<file path="src/hdl/usb_port_power_regs.vh">
`ifndef USB_PORT_POWER_REGS_VH
`define USB_PORT_POWER_REGS_VH

// ****************************************
// Power state codes
// ****************************************
`define ST_OFF     3'h0
`define ST_SLEEP   3'h1
`define ST_DETECT  3'h2
`define ST_BYPOFF  3'h3
`define ST_DISCH   3'h4
`define ST_ACTIVE  3'h5
`define ST_ERROR   3'h6

// ****************************************
// Register offsets and fields
// ****************************************
`define CTRL_OFS      8'h00
`define STAT_OFS      8'h04
`define CTRL_ALERT_EN 0
`define CTRL_ERR_CLR  1
`define CTRL_HS_DET   2
`define CTRL_RESET    1'h1

// ****************************************
// Mode codes on {emulation, b, a}
// ****************************************
`define MODE_PASSTHRU 3'h1
`define MODE_CYCLE    3'h7

// ****************************************
// Timing
// ****************************************
`define CLK_NS         25
`define T_DISCHARGE_NS 2000
`define DISCHARGE_CYC  ((`T_DISCHARGE_NS + `CLK_NS - 1) / `CLK_NS)
`define T_WAKE_IDLE_NS 1000000
`define WAKE_IDLE_CYC  (`T_WAKE_IDLE_NS / `CLK_NS)
`define T_PROFILE_NS   2000000
`define PROFILE_CYC    (`T_PROFILE_NS / `CLK_NS)

`endif

</file>
<file path="src/hdl/usb_port_power_state_control.v">
`include "usb_port_power_regs.vh"

module usb_port_power_state_control
#(
  parameter DISCHARGE_CYC = `DISCHARGE_CYC,
  parameter WAKE_IDLE_CYC = `WAKE_IDLE_CYC,
  parameter PROFILE_CYC   = `PROFILE_CYC
)
(
  // Clock and reset
  input  wire        mclk_i,
  input  wire        reset_i,
  // Supply comparators and control pins
  input  wire        core_supply_threshold_i,
  input  wire        source_undervoltage_threshold_i,
  input  wire        port_power_request_i,
  input  wire        attach_detect_select_i,
  input  wire        mode_select_a_i,
  input  wire        mode_select_b_i,
  input  wire        emulation_enable_i,
  // Port events from analog front end
  input  wire        attach_event_i,
  input  wire        removal_event_i,
  input  wire        fault_i,
  // SMBus engine byte events
  input  wire        smb_byte_read_i,
  input  wire        smb_byte_write_i,
  input  wire        smb_stop_i,
  // Wishbone slave
  input  wire        wb_cyc_i,
  input  wire        wb_stb_i,
  input  wire        wb_we_i,
  input  wire [7:0]  wb_adr_i,
  input  wire [3:0]  wb_sel_i,
  input  wire [31:0] wb_dat_i,
  output reg  [31:0] wb_dat_o,
  output reg         wb_ack_o,
  // Switch and feature enables
  output reg         port_switch_o,
  output reg         bypass_switch_o,
  output reg         hs_switch_o,
  output reg         discharge_o,
  output reg         attach_detect_en_o,
  output reg         removal_detect_en_o,
  output reg         current_monitor_en_o,
  output reg         emulation_active_o,
  output reg  [1:0]  profile_o,
  // Status pins
  output reg         alert_n_o,
  output reg         attach_flag_n_o,
  output reg  [2:0]  power_state_o,
  // SMBus control
  output reg         smb_respond_o,
  output reg         smb_single_byte_o,
  output reg         smb_read_zero_o
);

  // ****************************************
  // Input synchronisers
  // ****************************************
  reg  [9:0]  pin_meta_q;
  reg  [9:0]  pin_sync_q;

  // Two flops for every pin
  always @(posedge mclk_i)
  begin
    if (reset_i)
    begin
      pin_meta_q <= 10'h000;
      pin_sync_q <= 10'h000;
    end
    else
    begin
      pin_meta_q <= {fault_i, removal_event_i, attach_event_i,
                     emulation_enable_i, mode_select_b_i, mode_select_a_i,
                     attach_detect_select_i, port_power_request_i,
                     source_undervoltage_threshold_i, core_supply_threshold_i};
      pin_sync_q <= pin_meta_q;
    end
  end

  wire        core_ok  = pin_sync_q[0];
  wire        vs_ok    = pin_sync_q[1];
  wire        pwr_req  = pin_sync_q[2];
  wire        sel      = pin_sync_q[3];
  wire [2:0]  mode     = pin_sync_q[6:4];
  wire        attach   = pin_sync_q[7];
  wire        removal  = pin_sync_q[8];
  wire        fault    = pin_sync_q[9];
  wire        mode_z   = (mode == 3'h0);
  wire        pass_thr = (mode == `MODE_PASSTHRU);
  // Core supply loss clears all digital state but the synchronisers and the Wishbone slave
  wire        clr      = reset_i | ~core_ok;

  // ****************************************
  // State registers
  // ****************************************
  reg  [2:0]  state_q;
  reg  [2:0]  state_d;
  reg         attached_q;
  reg         attached_d;
  reg         awake_q;
  reg         pwr_prev_q;
  reg         err_clr_q;
  reg         alert_en_q;
  reg         hs_det_q;
  reg         cycle_hold_q;
  reg  [1:0]  profile_q;
  reg  [23:0] tmr_q;
  reg  [23:0] idle_q;
  reg  [2:0]  dec;
  reg         dec_ok;
  reg  [2:0]  tgt;

  wire        wb_req   = wb_cyc_i & wb_stb_i & ~wb_ack_o;
  wire        ctrl_wr  = wb_req & wb_we_i & wb_sel_i[0] & (wb_adr_i == `CTRL_OFS);
  wire        tmr_end  = (tmr_q == DISCHARGE_CYC - 1);
  wire        in_sleep = (state_q == `ST_SLEEP);
  wire        cyc_mode = (state_q == `ST_ACTIVE) & ~sel & (mode == `MODE_CYCLE);
  // Greater-or-equal so a timer already past the step point cannot stall cycling
  wire        prof_step = cyc_mode & (tmr_q >= PROFILE_CYC - 1);

  // Decode the control combination into a target state
  always @*
  begin
    dec    = state_q;
    dec_ok = 1'b1;
    if (~sel & ((~pwr_req & ~pass_thr) | (pwr_req & mode_z)))
      dec = `ST_SLEEP;
    else if (sel & (~pwr_req | (~vs_ok & ~mode_z)))
      dec = `ST_DETECT;
    else if (~sel & pwr_req & vs_ok & ~mode_z)
      dec = `ST_ACTIVE;
    else if (sel & pwr_req & vs_ok & ~mode_z)
      dec = attached_q ? `ST_ACTIVE : `ST_DETECT;
    else
      dec_ok = 1'b0;
  end

  // Next state
  always @*
  begin
    tgt     = dec_ok ? dec : state_q;
    state_d = state_q;
    case (state_q)
      `ST_OFF:
        state_d = dec_ok ? dec : `ST_SLEEP;
      `ST_ERROR:
        if (~fault & (err_clr_q | (pwr_req ^ pwr_prev_q)))
          state_d = dec_ok ? dec : `ST_SLEEP;
      `ST_DETECT:
        state_d = (tgt == `ST_ACTIVE) ? `ST_BYPOFF : tgt;
      `ST_BYPOFF:
        state_d = (tgt == `ST_ACTIVE | ~dec_ok) ? `ST_DISCH : tgt;
      `ST_DISCH:
        if (tgt != `ST_ACTIVE & dec_ok)
          state_d = tgt;
        else if (tmr_end)
          state_d = `ST_ACTIVE;
      `ST_SLEEP,
      `ST_ACTIVE:
        state_d = tgt;
      default:
        state_d = `ST_OFF;
    endcase
    if (fault & state_q != `ST_OFF)
      state_d = `ST_ERROR;
  end

  // Attach memory
  always @*
  begin
    attached_d = attached_q;
    if (state_q == `ST_DETECT & attach)
      attached_d = 1'b1;
    if ((state_q == `ST_ACTIVE | state_q == `ST_ERROR) & sel & removal)
      attached_d = 1'b0;
    if (~sel | state_d == `ST_SLEEP)
      attached_d = 1'b0;
  end

  // ****************************************
  // Sequential core
  // ****************************************
  // State, timers and control bits
  always @(posedge mclk_i)
  begin
    if (clr)
    begin
      state_q      <= `ST_OFF;
      attached_q   <= 1'b0;
      pwr_prev_q   <= 1'b0;
      err_clr_q    <= 1'b0;
      alert_en_q   <= `CTRL_RESET;
      hs_det_q     <= 1'b0;
      tmr_q        <= 24'h000000;
      profile_q    <= 2'h0;
      cycle_hold_q <= 1'b0;
    end
    else
    begin
      state_q    <= state_d;
      attached_q <= attached_d;
      pwr_prev_q <= pwr_req;
      if (ctrl_wr)
      begin
        alert_en_q <= wb_dat_i[`CTRL_ALERT_EN];
        hs_det_q   <= wb_dat_i[`CTRL_HS_DET];
      end
      // Clear request waits for the fault to go
      if (ctrl_wr & wb_dat_i[`CTRL_ERR_CLR])
        err_clr_q <= 1'b1;
      else if (state_q != `ST_ERROR)
        err_clr_q <= 1'b0;
      // Timer restarts on each state change and each profile step
      if (state_d != state_q | prof_step)
        tmr_q <= 24'h000000;
      else
        tmr_q <= tmr_q + 24'h000001;
      // Profile cycling until a device is seen
      if (~cyc_mode)
        cycle_hold_q <= 1'b0;
      else if (attach)
        cycle_hold_q <= 1'b1;
      if (prof_step & ~cycle_hold_q)
        profile_q <= profile_q + 2'h1;
    end
  end

  // ****************************************
  // SMBus wake in Sleep
  // ****************************************
  // First read wakes, idle or stop returns to low power
  always @(posedge mclk_i)
  begin
    if (clr)
    begin
      awake_q         <= 1'b0;
      idle_q          <= 24'h000000;
      smb_read_zero_o <= 1'b0;
    end
    else
    begin
      smb_read_zero_o <= in_sleep & ~awake_q & smb_byte_read_i;
      if (~in_sleep)
        awake_q <= 1'b0;
      else if (~awake_q & smb_byte_read_i)
        awake_q <= 1'b1;
      else if (awake_q & (smb_stop_i | idle_q == WAKE_IDLE_CYC - 1))
        awake_q <= 1'b0;
      if (~awake_q | smb_byte_read_i | smb_byte_write_i)
        idle_q <= 24'h000000;
      else
        idle_q <= idle_q + 24'h000001;
    end
  end

  // ****************************************
  // Registered outputs
  // ****************************************
  // Switch and feature enables follow the state
  always @(posedge mclk_i)
  begin
    if (clr)
    begin
      port_switch_o        <= 1'b0;
      bypass_switch_o      <= 1'b0;
      hs_switch_o          <= 1'b0;
      discharge_o          <= 1'b0;
      attach_detect_en_o   <= 1'b0;
      removal_detect_en_o  <= 1'b0;
      current_monitor_en_o <= 1'b0;
      emulation_active_o   <= 1'b0;
      profile_o            <= 2'h0;
      power_state_o        <= `ST_OFF;
      smb_respond_o        <= 1'b0;
      smb_single_byte_o    <= 1'b0;
    end
    else
    begin
      port_switch_o        <= (state_q == `ST_ACTIVE);
      bypass_switch_o      <= (state_q == `ST_DETECT);
      hs_switch_o          <= (state_q == `ST_ACTIVE & pass_thr) |
                              (state_q == `ST_DETECT & hs_det_q);
      discharge_o          <= (state_q == `ST_DISCH);
      attach_detect_en_o   <= (state_q == `ST_DETECT);
      removal_detect_en_o  <= sel & (state_q == `ST_ACTIVE |
                              state_q == `ST_BYPOFF | state_q == `ST_DISCH);
      current_monitor_en_o <= (state_q == `ST_ACTIVE);
      emulation_active_o   <= (state_q == `ST_ACTIVE) & ~pass_thr;
      profile_o            <= profile_q;
      power_state_o        <= state_q;
      smb_respond_o        <= (state_q != `ST_OFF);
      smb_single_byte_o    <= in_sleep;
    end
  end

  // Alert and attach flag pins
  always @(posedge mclk_i)
  begin
    if (clr)
    begin
      alert_n_o       <= 1'b1;
      attach_flag_n_o <= 1'b1;
    end
    else
    begin
      if (state_q == `ST_SLEEP)
        alert_n_o <= 1'b1;
      else if (state_q == `ST_ERROR & alert_en_q)
        alert_n_o <= 1'b0;
      else if (state_q != `ST_ERROR)
        alert_n_o <= 1'b1;
      attach_flag_n_o <= ~(attached_q & ~in_sleep);
    end
  end

  // ****************************************
  // Wishbone slave
  // ****************************************
  // One wait state, unmapped reads return zero
  always @(posedge mclk_i)
  begin
    if (reset_i)
    begin
      wb_ack_o <= 1'b0;
      wb_dat_o <= 32'h00000000;
    end
    else
    begin
      wb_ack_o <= wb_req;
      wb_dat_o <= 32'h00000000;
      if (wb_req & ~wb_we_i & wb_adr_i == `CTRL_OFS)
        wb_dat_o <= {29'h0, hs_det_q, 1'b0, alert_en_q};
      else if (wb_req & ~wb_we_i & wb_adr_i == `STAT_OFS)
        wb_dat_o <= {24'h0, profile_q, fault, awake_q, attached_q, state_q};
    end
  end

endmodule

</file>
<file path="config.mk">
export PLATFORM = sky130hd
export DESIGN_NAME = usb_port_power_state_control
export DESIGN_NICKNAME = d
export VERILOG_FILES = /design/src/hdl/usb_port_power_state_control.v
export VERILOG_INCLUDE_DIRS = /design/src /design/src/hdl
export SDC_FILE = /design/constraint.sdc
export NUM_CORES = 1
export LEC_CHECK = 0
export BUFFER_PORTS_ARGS = -buffer_cell sky130_fd_sc_hd__buf_2
export CORE_MARGIN = 2
export CORE_UTILIZATION = 54
export CTS_CLUSTER_DIAMETER = 80
export DETAILED_ROUTE_END_ITERATION = 6
export PLACE_DENSITY_LB_ADDON = 0.25
export SKIP_CTS_REPAIR_TIMING = 1
export SLEW_MARGIN = 20
export SYNTH_ARGS = -nofsm -noshare
export SYNTH_HDL_FRONTEND = slang
export SYNTH_SLANG_ARGS = --single-unit
</file>
<file path="constraint.sdc">
create_clock -name mclk_i -period 3 [get_ports mclk_i]
set_clock_uncertainty 0.2 [all_clocks]
set_input_delay 0.6 -clock mclk_i [delete_from_list [all_inputs] [get_ports mclk_i]]
set_output_delay 0.6 -clock mclk_i [all_outputs]
set_load 0.02 [all_outputs]
</file>
==> results of run 1 <==
-- worst max-delay path, cell delays in order, from the launching register on --
cell,delay [ns]
dfxtp_1,0.57
nor4b_2,0.10
buf_4,0.18
a21boi_1,0.15
o31ai_1,0.41
a21oi_1,0.18
o211ai_2,0.46
buf_4,0.29
nor3_1,0.07
-- kinds of logic (layout without fill, tap and decap cells) --
kind of cell | count (synthesis) | in the layout | synth area share
other | 1 | 24 | 0.000790
flip-flops | 105 | 105 | 0.443
adder cells (fa/ha/maj) | 2 | 2 | 0.00527
buffers and inverters | 59 | 98 | 0.0698
AO/OA/AOI/OAI | 57 | 57 | 0.0914
multiplexers | 5 | 5 | 0.0108
AND/OR/NAND/NOR | 256 | 256 | 0.294
XOR/XNOR | 46 | 46 | 0.0848
-- worst min-delay path by stage --
stage	startpoint	end	slack [ns]	depth (start not counted)
floorplan	pin_meta_q[0]	pin_sync_q[0]	0.21	1
global placement	pin_meta_q[9]	pin_sync_q[9]	0.22	1
detailed placement	pin_meta_q[2]	pin_sync_q[2]	0.22	1
CTS	mode_select_a_i	pin_meta_q[4]	0.22	2
global route	port_power_request_i	pin_meta_q[2]	0.22	2
finish	mode_select_a_i	pin_meta_q[4]	0.23	2
-- metrics by stage --
step | hold WS, ns | std cells
2_1_floorplan | 0.214 | 554
3_3_place_gp | 0.223 | 686
3_5_place_dp | 0.220 | 686
4_1_cts | 0.219 | 701
5_1_grt | 0.223 | 701
6_report | 0.232 | 701
-- registers in the layout, indices dropped and copies added, names as in the netlist, 3 cells and up --
register       flops
power_state_o      3
idle_q            24
tmr_q             24
pin_sync_q        10
wb_dat_o           8
pin_meta_q        10
state_q            3
-- area by class of cell --
| class | count | area (sq um) | area share |
|---|---|---|---|
| multi-input combinational | 390 | 2400 | 0.455 |
| tap | 108 | 135 | 0.0256 |
| clock inverter | 6 | 77.6 | 0.0147 |
| timing repair buffer | 71 | 393 | 0.0744 |
| sequential | 105 | 2100 | 0.398 |
| clock buffer | 9 | 124 | 0.0235 |
| inverter | 12 | 45.0 | 0.00853 |
-- Yosys cell counts (2+ instances only) --
cell type and count:
dfxtp_1 105, nand2_1 51, nor2_1 50, buf_4 28
nand3_1 28, xor2_1 25, nor2b_1 22, xnor2_1 21
nor3_1 18, nor3_2 18, clkbuf_1 15, nand4_1 13
and2_1 11, inv_1 10, a21oi_1 9, nand2b_1 9
nor4_1 9, o21ai_0 7, and3_1 6, o31ai_1 6
and4_1 5, buf_2 4, mux2i_1 4, o2111ai_1 4
or3_1 4, a21o_1 3, nor4b_1 3, o211a_1 3
a21boi_1 2, a221o_1 2, a22oi_1 2, a31oi_1 2
ha_1 2, nand3b_1 2, nor3b_1 2, o211ai_1 2
o21ai_1 2, o32ai_1 2, or4_1 2
-- layer usage --
metal  vias up  wire length (microns)  GRT usage
met4         0                    185     0.0652
met3        20                    375     0.0422
met5         -                      0          0
met1      1707                   4300      0.262
met2        85                   4440      0.316
li1       1902                      -          -
-- power groups by stage --
| stage | Sequential [mW] | Combinational, mW | Clock (mW) |
|---|---|---|---|
| after floorplan | 1.44 | 0.119 | 0 |
| after global placement | 1.45 | 0.128 | 0 |
| after detailed placement | 1.45 | 0.131 | 0 |
| after CTS | 1.42 | 0.131 | 0.905 |
| after global routing | 1.42 | 0.144 | 0.966 |
| final | 1.42 | 0.132 | 0.884 |
==> flow_metrics.py, run 1 <==
metrics = {
    "run_status": {
        "outcome": "finished, final reports clean",
    },
    "global_routing": {
        "grt_max_degree": 25,
        "grt_pass1_vias": 3340,
        "overflow": 0,
        "grt_pass1_wl_mm": 15.4,
        "grt_usage": 0.195,
        "antenna_found_initial": 0,
    },
    "routing": {
        "drt_pass1_iterations": 6,
        "ant_nets": 0,
        "dr.first_iter.drc_count": 183,
        "drc": 0,
        "vias_per_cell": 5.30,
        "routedWlPerCell_microns": 13.3,
        "wirelength_mm": 9.30,
        "routed-via-count": 3714,
    },
    "clock_network": {
        "cts_max_level": 3,
        "clk-insertion-delay-late_ns": 0.37,
        "clkSlewWorstSetupHoldPaths_ns": 0.10,
        "clock_sinks": 105,
        "numCtsBuffers": 9,
        "ctsRootBufferMaster": "clkbuf_8",
        "clk_path_buf_depth": 2,
        "cts_tree": "built",
    },
    "run": {
        "drv_cap": 0,
    },
    "final_layout": {
        "area_growth_pct": 11.1,
        "fin_util": 0.611,
        "final_cell_mix": "105 x dfxtp_1, 56 x buf_2, 51 x nand2_1",
        "drive_above_1_share": 0.184,
        "diodes": 0,
        "layout_commonest_cell": "dfxtp_1",
        "fillers": 780,
        "final_nets": 653,
        "final_cell_area_sq_um": 5280,
    },
    "setup_path": {
        "critPathCaptureType": "flop",
        "r2r_slack_ns": 0.28,
        "r2r_start": "pin_sync_q[3]",
        "setup.worst_path.end": "tmr_q[20]",
        "critPathLaunchType": "flop",
        "critical_path_required_ns": 3.04,
        "critPathKind": "flop to flop",
        "crit_path_start": "pin_sync_q[3]",
        "rr_worst_depth": 8,
        "rr_endpoint": "tmr_q[20]",
        "cp_max_fo": 11,
        "arrival_ns": 2.76,
    },
    "die": {
        "die_x_microns": 97.8,
        "coreArea_sq_um": 8640,
        "die_height_microns": 97.8,
        "num_rows": 34,
        "initial_core_util": 0.550,
        "die_area_sq_um": 9560,
        "pin_count": 113,
    },
    "sta": {
        "drv_slew": 0,
        "setup_viol": 0,
        "rsz0062_at_grt": "no",
        "worst_pin_slew_ns": 0.920,
        "fin_crit_sh": 0.907,
        "fin_crit_ns": 2.72,
        "slew-limit-headroom": 0.381,
        "final.setup.worst_slack_ns": 0.280,
        "fin_setup_tns_ns": 0,
        "hold_viol_final": 0,
        "fmax_ghz": 0.368,
    },
    "yosys": {
        "yosysSeqAreaShare": 0.443,
        "synthCells": 531,
        "async_flop_share": 0,
        "synth_seq_cells": 105,
        "synth_top_cell_area_share": 0.443,
        "synth_flop_cell": "dfxtp_1",
        "synth_edf_count": 0,
        "avgSynthCellArea_sq_um": 8.94,
        "ys_types": 57,
        "synth_area_leaders": "dfxtp_1 44%, xor2_1 4.6%, buf_4 4.4%, nand2_1 4.0%, nor2_1 4.0%",
        "syn_area_sq_um": 4750,
        "yosysTopAreaCell": "dfxtp_1",
        "yosys_warnings": 0,
    },
    "power_and_ir_drop": {
        "peakVddDrop_mv": 0.323,
        "power_mw": 2.44,
        "p_per_area_nw_per_um2": 462,
        "comb_power_share": 0.054,
        "switching_share": 0.242,
        "switchingPower_mw": 0.589,
        "seqPwrFrac": 0.583,
        "p_clk_frac": 0.363,
        "p_leak_nw": 2.06,
        "p_int_mw": 1.85,
    },
    "placement": {
        "io_buffers": 56,
        "gp_congestion": 0.903,
        "post-dp-hpwl_mm": 6.73,
        "dpl_cell_area_sq_um": 5080,
        "dp_slack_ns": 0.364,
    },
    "min_path": {
        "hp-class": "input port to flop",
    },
}
(Power assumes the default switching activity.)
==> inputs of run 2 (changes only) <==
ABC_AREA = 1   (was unset)
GPL_TIMING_DRIVEN = 0   (was unset)
==> run 2 against run 1 <==
Via count is 11% higher. Sequential cell count stayed put. Power is 0.15% lower. Synthesized area is 0.95% higher. Clock power hardly changed. Critical path type unchanged. Critical endpoint is now tmr_q[22].
==> flow_metrics.py, run 2 <==
metrics = {
    "setup_path": {
        "timing.critical_path.slowest_cell_delay_ns": 0.37,
        "rr_endpoint": "tmr_q[22]",
        "cp_top_family": "simple AND/OR/NAND/NOR gates",
        "crit_chain": "ha_1 -> nand3_1 -> nor2_1 -> nand2_1 -> nor3_2 -> inv_1 -> nor3_1 -> nand4_1 -> xor2_1 -> nor2_2",
        "crit_path_start": "tmr_q[0]",
        "crit_buf_inv": 1,
        "crit_cells": 10,
        "arrival_ns": 2.50,
        "setup.worst_path.end": "tmr_q[22]",
        "critPathCaptureType": "flop",
        "cp_max_fo": 4,
        "r2r_start": "tmr_q[0]",
        "critPathLaunchType": "flop",
        "critical_path_required_ns": 3.05,
        "r2r_slack_ns": 0.54,
        "rr_worst_depth": 10,
        "slowest_stage": "dfxtp_1",
        "critPathKind": "flop to flop",
    },
    "sta": {
        "fin_crit_sh": 0.819,
        "fin_setup_tns_ns": 0,
        "rsz0062_at_grt": "no",
        "worst_pin_slew_ns": 0.621,
        "fin_crit_ns": 2.46,
        "setup_viol": 0,
        "fmax_ghz": 0.407,
        "drv_slew": 0,
        "hold_viol_final": 0,
        "slew-limit-headroom": 0.582,
    },
    "global_routing": {
        "grt_pass1_vias": 3791,
        "overflow": 0,
        "grt_usage": 0.196,
        "grt_pass1_wl_mm": 15.7,
        "grt_max_degree": 17,
        "antenna_found_initial": 0,
    },
    "clock_network": {
        "clock_sinks": 105,
        "cts_max_level": 3,
        "clkSlewWorstSetupHoldPaths_ns": 0.09,
        "clk_path_buf_depth": 2,
        "ctsRootBufferMaster": "clkbuf_8",
        "cts_tree": "built",
        "numCtsBuffers": 9,
        "clk-insertion-delay-late_ns": 0.36,
    },
    "die": {
        "die_height_microns": 98.2,
        "num_rows": 34,
        "initial_core_util": 0.552,
        "coreArea_sq_um": 8680,
        "pin_count": 113,
        "die_x_microns": 98.2,
        "die_area_sq_um": 9650,
    },
    "yosys": {
        "syn_area_sq_um": 4790,
        "yosys_warnings": 0,
        "synth_flop_cell": "dfxtp_1",
        "synth_area_leaders": "dfxtp_1 44%, inv_1 8.8%, nand2_1 8.1%, nor2_1 8.1%, buf_4 4.1%",
        "ys_types": 34,
        "yosysMostFrequentCell": "inv_1",
        "synthCells": 661,
        "synth_compound_area_frac": 0.0551,
        "synth-simple-area-share": 0.317,
        "synthMuxAreaShare": 0,
        "synth_top_family_by_area": "simple AND/OR/NAND/NOR gates",
        "yosysSeqAreaShare": 0.439,
        "synth_common_cells": "112 x inv_1, 105 x dfxtp_1, 103 x nand2_1, 103 x nor2_1, 35 x nand3_1",
        "avgSynthCellArea_sq_um": 7.25,
        "synth_edf_count": 0,
        "synth-xor-area-share": 0.0439,
        "synthAdderAreaFrac": 0.00522,
        "yosysTopAreaCell": "dfxtp_1",
        "synth_seq_cells": 105,
        "synth_top_cell_area_share": 0.439,
        "async_flop_share": 0,
    },
    "placement": {
        "placed_cells": 848,
        "io_buffers": 56,
        "post-dp-hpwl_mm": 7.21,
        "gp_congestion": 0.913,
    },
    "final_layout": {
        "register_area_sq_um": 2100,
        "fillers": 807,
        "area_growth_pct": 14.7,
        "layout_commonest_cell": "inv_1",
        "diodes": 0,
        "top_regs": "idle_q (24), tmr_q (24)",
        "fin_cells": 864,
        "multiInputGateArea_sq_um": 2110,
        "final_cell_mix": "112 x inv_1, 105 x dfxtp_1, 103 x nand2_1, 103 x nor2_1, 57 x buf_2",
        "final_nets": 815,
        "drive_above_1_share": 0.173,
    },
    "power_and_ir_drop": {
        "p_per_area_nw_per_um2": 442,
        "p_leak_nw": 2.33,
        "peakVddDrop_mv": 0.346,
    },
    "routing": {
        "vias_per_cell": 4.78,
        "routedWlPerCell_microns": 10.8,
        "drc": 0,
        "wirelength_mm": 9.36,
        "drt_pass1_iterations": 5,
        "dr.first_iter.drc_count": 161,
        "ant_nets": 0,
        "routed-via-count": 4131,
    },
    "run_status": {
        "outcome": "finished, final reports clean",
    },
    "run": {
        "drv_cap": 0,
    },
    "min_path": {
        "hp-class": "flop to flop",
    },
}
==> run 2: tightest hold or removal path, delay by kind of cell (launching register included) <==
kind                   cells  cell delay [ns]
AND/OR/NAND/NOR            1             0.03
buffers and inverters      1             0.04
flip-flops                 1             0.31
==> run 2: stage by stage <==
stage           util  hold slack (ns)  setup slack [ns]  area (sq um)  power, mW
6_report       0.634            0.206             0.544          5500       2.43
5_1_grt        0.634            0.218             0.283          5500       2.52
4_1_cts        0.634            0.208             0.549          5500       2.45
3_5_place_dp   0.610            0.192             0.573          5300       1.58
3_3_place_gp   0.610            0.189             0.611          5300       1.58
2_1_floorplan      -            0.188             0.934          4880       1.55
==> run 2: report_power, final <==
part	internal, mW	switching [mW]	leakage [nW]	total (mW)
registers	1.41	0.00710	0.850	1.41
clock network	0.432	0.450	0.107	0.883
logic	0.0543	0.0816	1.37	0.136
total	1.89	0.539	2.33	2.43
==> run 2: metal layers <==
metal  global-route usage  vias to the layer above  wire length (microns)
met1                0.221                     1831                   4060
met5                    0                        -                      0
met2                0.364                      102                   4790
met4               0.0569                        0                    111
li1                     -                     2188                      -
met3               0.0494                       10                    396
==> run 2: kinds of logic after synthesis <==
family | count (synthesis)
flops | 105
compound gates | 48
buf+inv | 148
simple gates | 333
xor+xnor | 24
fa+ha+maj | 2
other cells | 1
==> run 2: worst min path at each step <==
| stage | start | end | slack, ns | cells after the start |
|---|---|---|---|---|
| floorplan | pin_meta_q[0] | pin_sync_q[0] | 0.19 | 2 |
| finish | pin_meta_q[4] | pin_sync_q[4] | 0.21 | 2 |
| global placement | pin_meta_q[5] | pin_sync_q[5] | 0.19 | 2 |
| detailed placement | pin_meta_q[3] | pin_sync_q[3] | 0.19 | 2 |
| CTS | pin_meta_q[9] | pin_sync_q[9] | 0.21 | 2 |
| global route | pin_meta_q[3] | pin_sync_q[3] | 0.22 | 2 |
==> run 2: layout make-up <==
cell class,count,area share
Multi-Input combinational cell,431,0.383
Sequential cell,105,0.382
Timing Repair Buffer,56,0.0510
Clock buffer,12,0.0282
Clock inverter,4,0.00887
Buffer,35,0.0446
Tap cell,108,0.0246
Inverter,113,0.0771
==> inputs of run 3 (changes only) <==
CORE_UTILIZATION = 48   (was 54)
clock period = 2.1 ns   (was 3 ns; I/O delays follow)
==> run 3 against run 2 <==
The flow now finishes with violations (negative setup slack). Global-route usage decreased by 1.2 points. Wire length is 13% higher. Sequential power increased by 43%. Core utilization down 0.80 points. Hold slack worse by 0.16 ns. Register-to-register slack got worse by 0.70 ns. Largest cell class unchanged. Power is 52% higher. Final cell count is 4.7% higher. Critical path type unchanged. Largest power group unchanged. First-iteration DRC count fell by 3.7%. Die area increased by 12%.
==> flow_metrics.py, run 3 (same netlist as run 2, synthesis figures left out) <==
metrics = {
    "run_status": {
        "outcome": "finished with violations",
        "violations": "negative setup slack",
    },
    "min_path": {
        "hp-class": "input port to flop",
    },
    "clock_network": {
        "clk_path_buf_depth": 2,
        "numCtsBuffers": 9,
        "clkSlewWorstSetupHoldPaths_ns": 0.10,
        "ctsRootBufferMaster": "clkbuf_8",
        "clock_sinks": 105,
        "cts_tree": "built",
        "clk-insertion-delay-late_ns": 0.37,
        "cts_max_level": 3,
    },
    "sta": {
        "rsz0062_at_grt": "yes",
        "whs_ns": 0.0438,
        "hold_viol_final": 0,
        "final.setup.worst_slack_ns": -0.153,
        "fmax_ghz": 0.444,
        "worst_pin_slew_ns": 0.526,
        "fin_crit_ns": 2.25,
        "fin_crit_sh": 1.07,
        "slew-limit-headroom": 0.650,
        "setup_viol": 25,
        "drv_slew": 0,
    },
    "global_routing": {
        "grt_max_degree": 17,
        "antenna_found_initial": 0,
        "grt_pass1_wl_mm": 16.5,
        "overflow": 0,
        "grt_usage": 0.184,
        "grt_pass1_vias": 4007,
    },
    "final_layout": {
        "top_regs": "idle_q (24), tmr_q (24)",
        "diodes": 0,
        "final_cell_mix": "103 x inv_1, 96 x nor2_1, 92 x nand2_1",
        "layout_commonest_cell": "inv_1",
        "fin_util": 0.626,
        "area_growth_pct": 27.0,
        "drive_above_1_share": 0.294,
        "final_nets": 832,
        "fillers": 883,
    },
    "die": {
        "initial_core_util": 0.493,
        "die_x_microns": 104,
        "coreArea_sq_um": 9730,
        "pin_count": 113,
        "die_area_sq_um": 10800,
        "num_rows": 36,
        "die_height_microns": 104,
    },
    "power_and_ir_drop": {
        "peakVddDrop_mv": 0.371,
        "p_per_area_nw_per_um2": 607,
        "comb_power_share": 0.060,
        "switching_share": 0.219,
        "seqPwrFrac": 0.546,
        "p_clk_frac": 0.394,
        "p_int_mw": 2.88,
        "p_leak_nw": 2.57,
        "switchingPower_mw": 0.810,
    },
    "setup_path": {
        "cp_max_fo": 10,
        "critPathLaunchType": "flop",
        "critPathCaptureType": "flop",
        "arrival_ns": 2.36,
        "critical_path_required_ns": 2.21,
        "critPathKind": "flop to flop",
    },
    "routing": {
        "vias_per_cell": 4.83,
        "drt_pass1_iterations": 5,
        "routed-via-count": 4374,
        "wirelength_mm": 10.6,
        "routedWlPerCell_microns": 11.7,
        "ant_nets": 0,
        "drc": 0,
        "dr.first_iter.drc_count": 155,
    },
    "placement": {
        "post-dp-hpwl_mm": 7.43,
        "gp_congestion": 0.894,
        "io_buffers": 56,
    },
    "run": {
        "drv_cap": 0,
    },
}
-- run 3: final cells by class --
class,instances,area (sq um),area share
multi-input cells,431,2440,0.401
flip-flops and latches,105,2140,0.351
inverters,113,428,0.0703
repair buffers,73,419,0.0689
plain buffers,35,264,0.0434
well taps,133,166,0.0273
clock buffers,10,128,0.0210
clock inverters,5,104,0.0171
-- run 3: through the flow --
stage / setup slack [ns] / cells / area [sq um] / TNS [ns] / total power, mW
detailed placement: -0.295 / 873 / 5330 / -8.06 / 2.26
CTS: -0.312 / 888 / 5560 / -7.79 / 3.71
global placement: -0.272 / 873 / 5330 / -8.10 / 2.26
global route: -0.272 / 905 / 6090 / -6.28 / 3.83
finish: -0.153 / 905 / 6090 / -3.08 / 3.69
floorplan: 0.0335 / 684 / 4880 / 0 / 2.21
-- run 3: critical path, cell delays in order, from the launching register on --
cell     delay (ns)
dfxtp_4        0.36
nor2_4         0.13
nand2_4        0.10
o21ai_4        0.27
nand4_1        0.28
nand3_2        0.16
nor2_2         0.05
nand2_1        0.07
nand3_2        0.08
nor2_4         0.13
nand3_4        0.12
buf_8          0.17
nor2_2         0.08
-- run 3: worst paths after layout --
path | start | endpoint | slack, ns | depth (start not counted)
setup / recovery | pin_sync_q[6] | tmr_q[16] | -0.15 | 12
hold / removal | removal_event_i | pin_meta_q[8] | 0.04 | 3
setup reg to reg | pin_sync_q[6] | tmr_q[16] | -0.15 | 12
hold reg to reg | pin_meta_q[4] | pin_sync_q[4] | 0.19 | 2
-- run 3: metal layers --
metal | part of all wire | track usage | vias to the layer above
li1 | - | - | 2227
met1 | 0.42 | 0.208 | 1977
met2 | 0.51 | 0.327 | 141
met3 | 0.052 | 0.0401 | 29
met4 | 0.025 | 0.0917 | 0
met5 | 0 | 0 | -
-- run 3: power groups by stage --
stage                     clock, mW  sequential (mW)  combinational, mW
final                          1.45             2.02              0.222
after global routing           1.56             2.02              0.243
after CTS                      1.49             2.02              0.194
after detailed placement          0             2.07              0.194
after global placement            0             2.07              0.190
after floorplan                   0             2.07              0.146
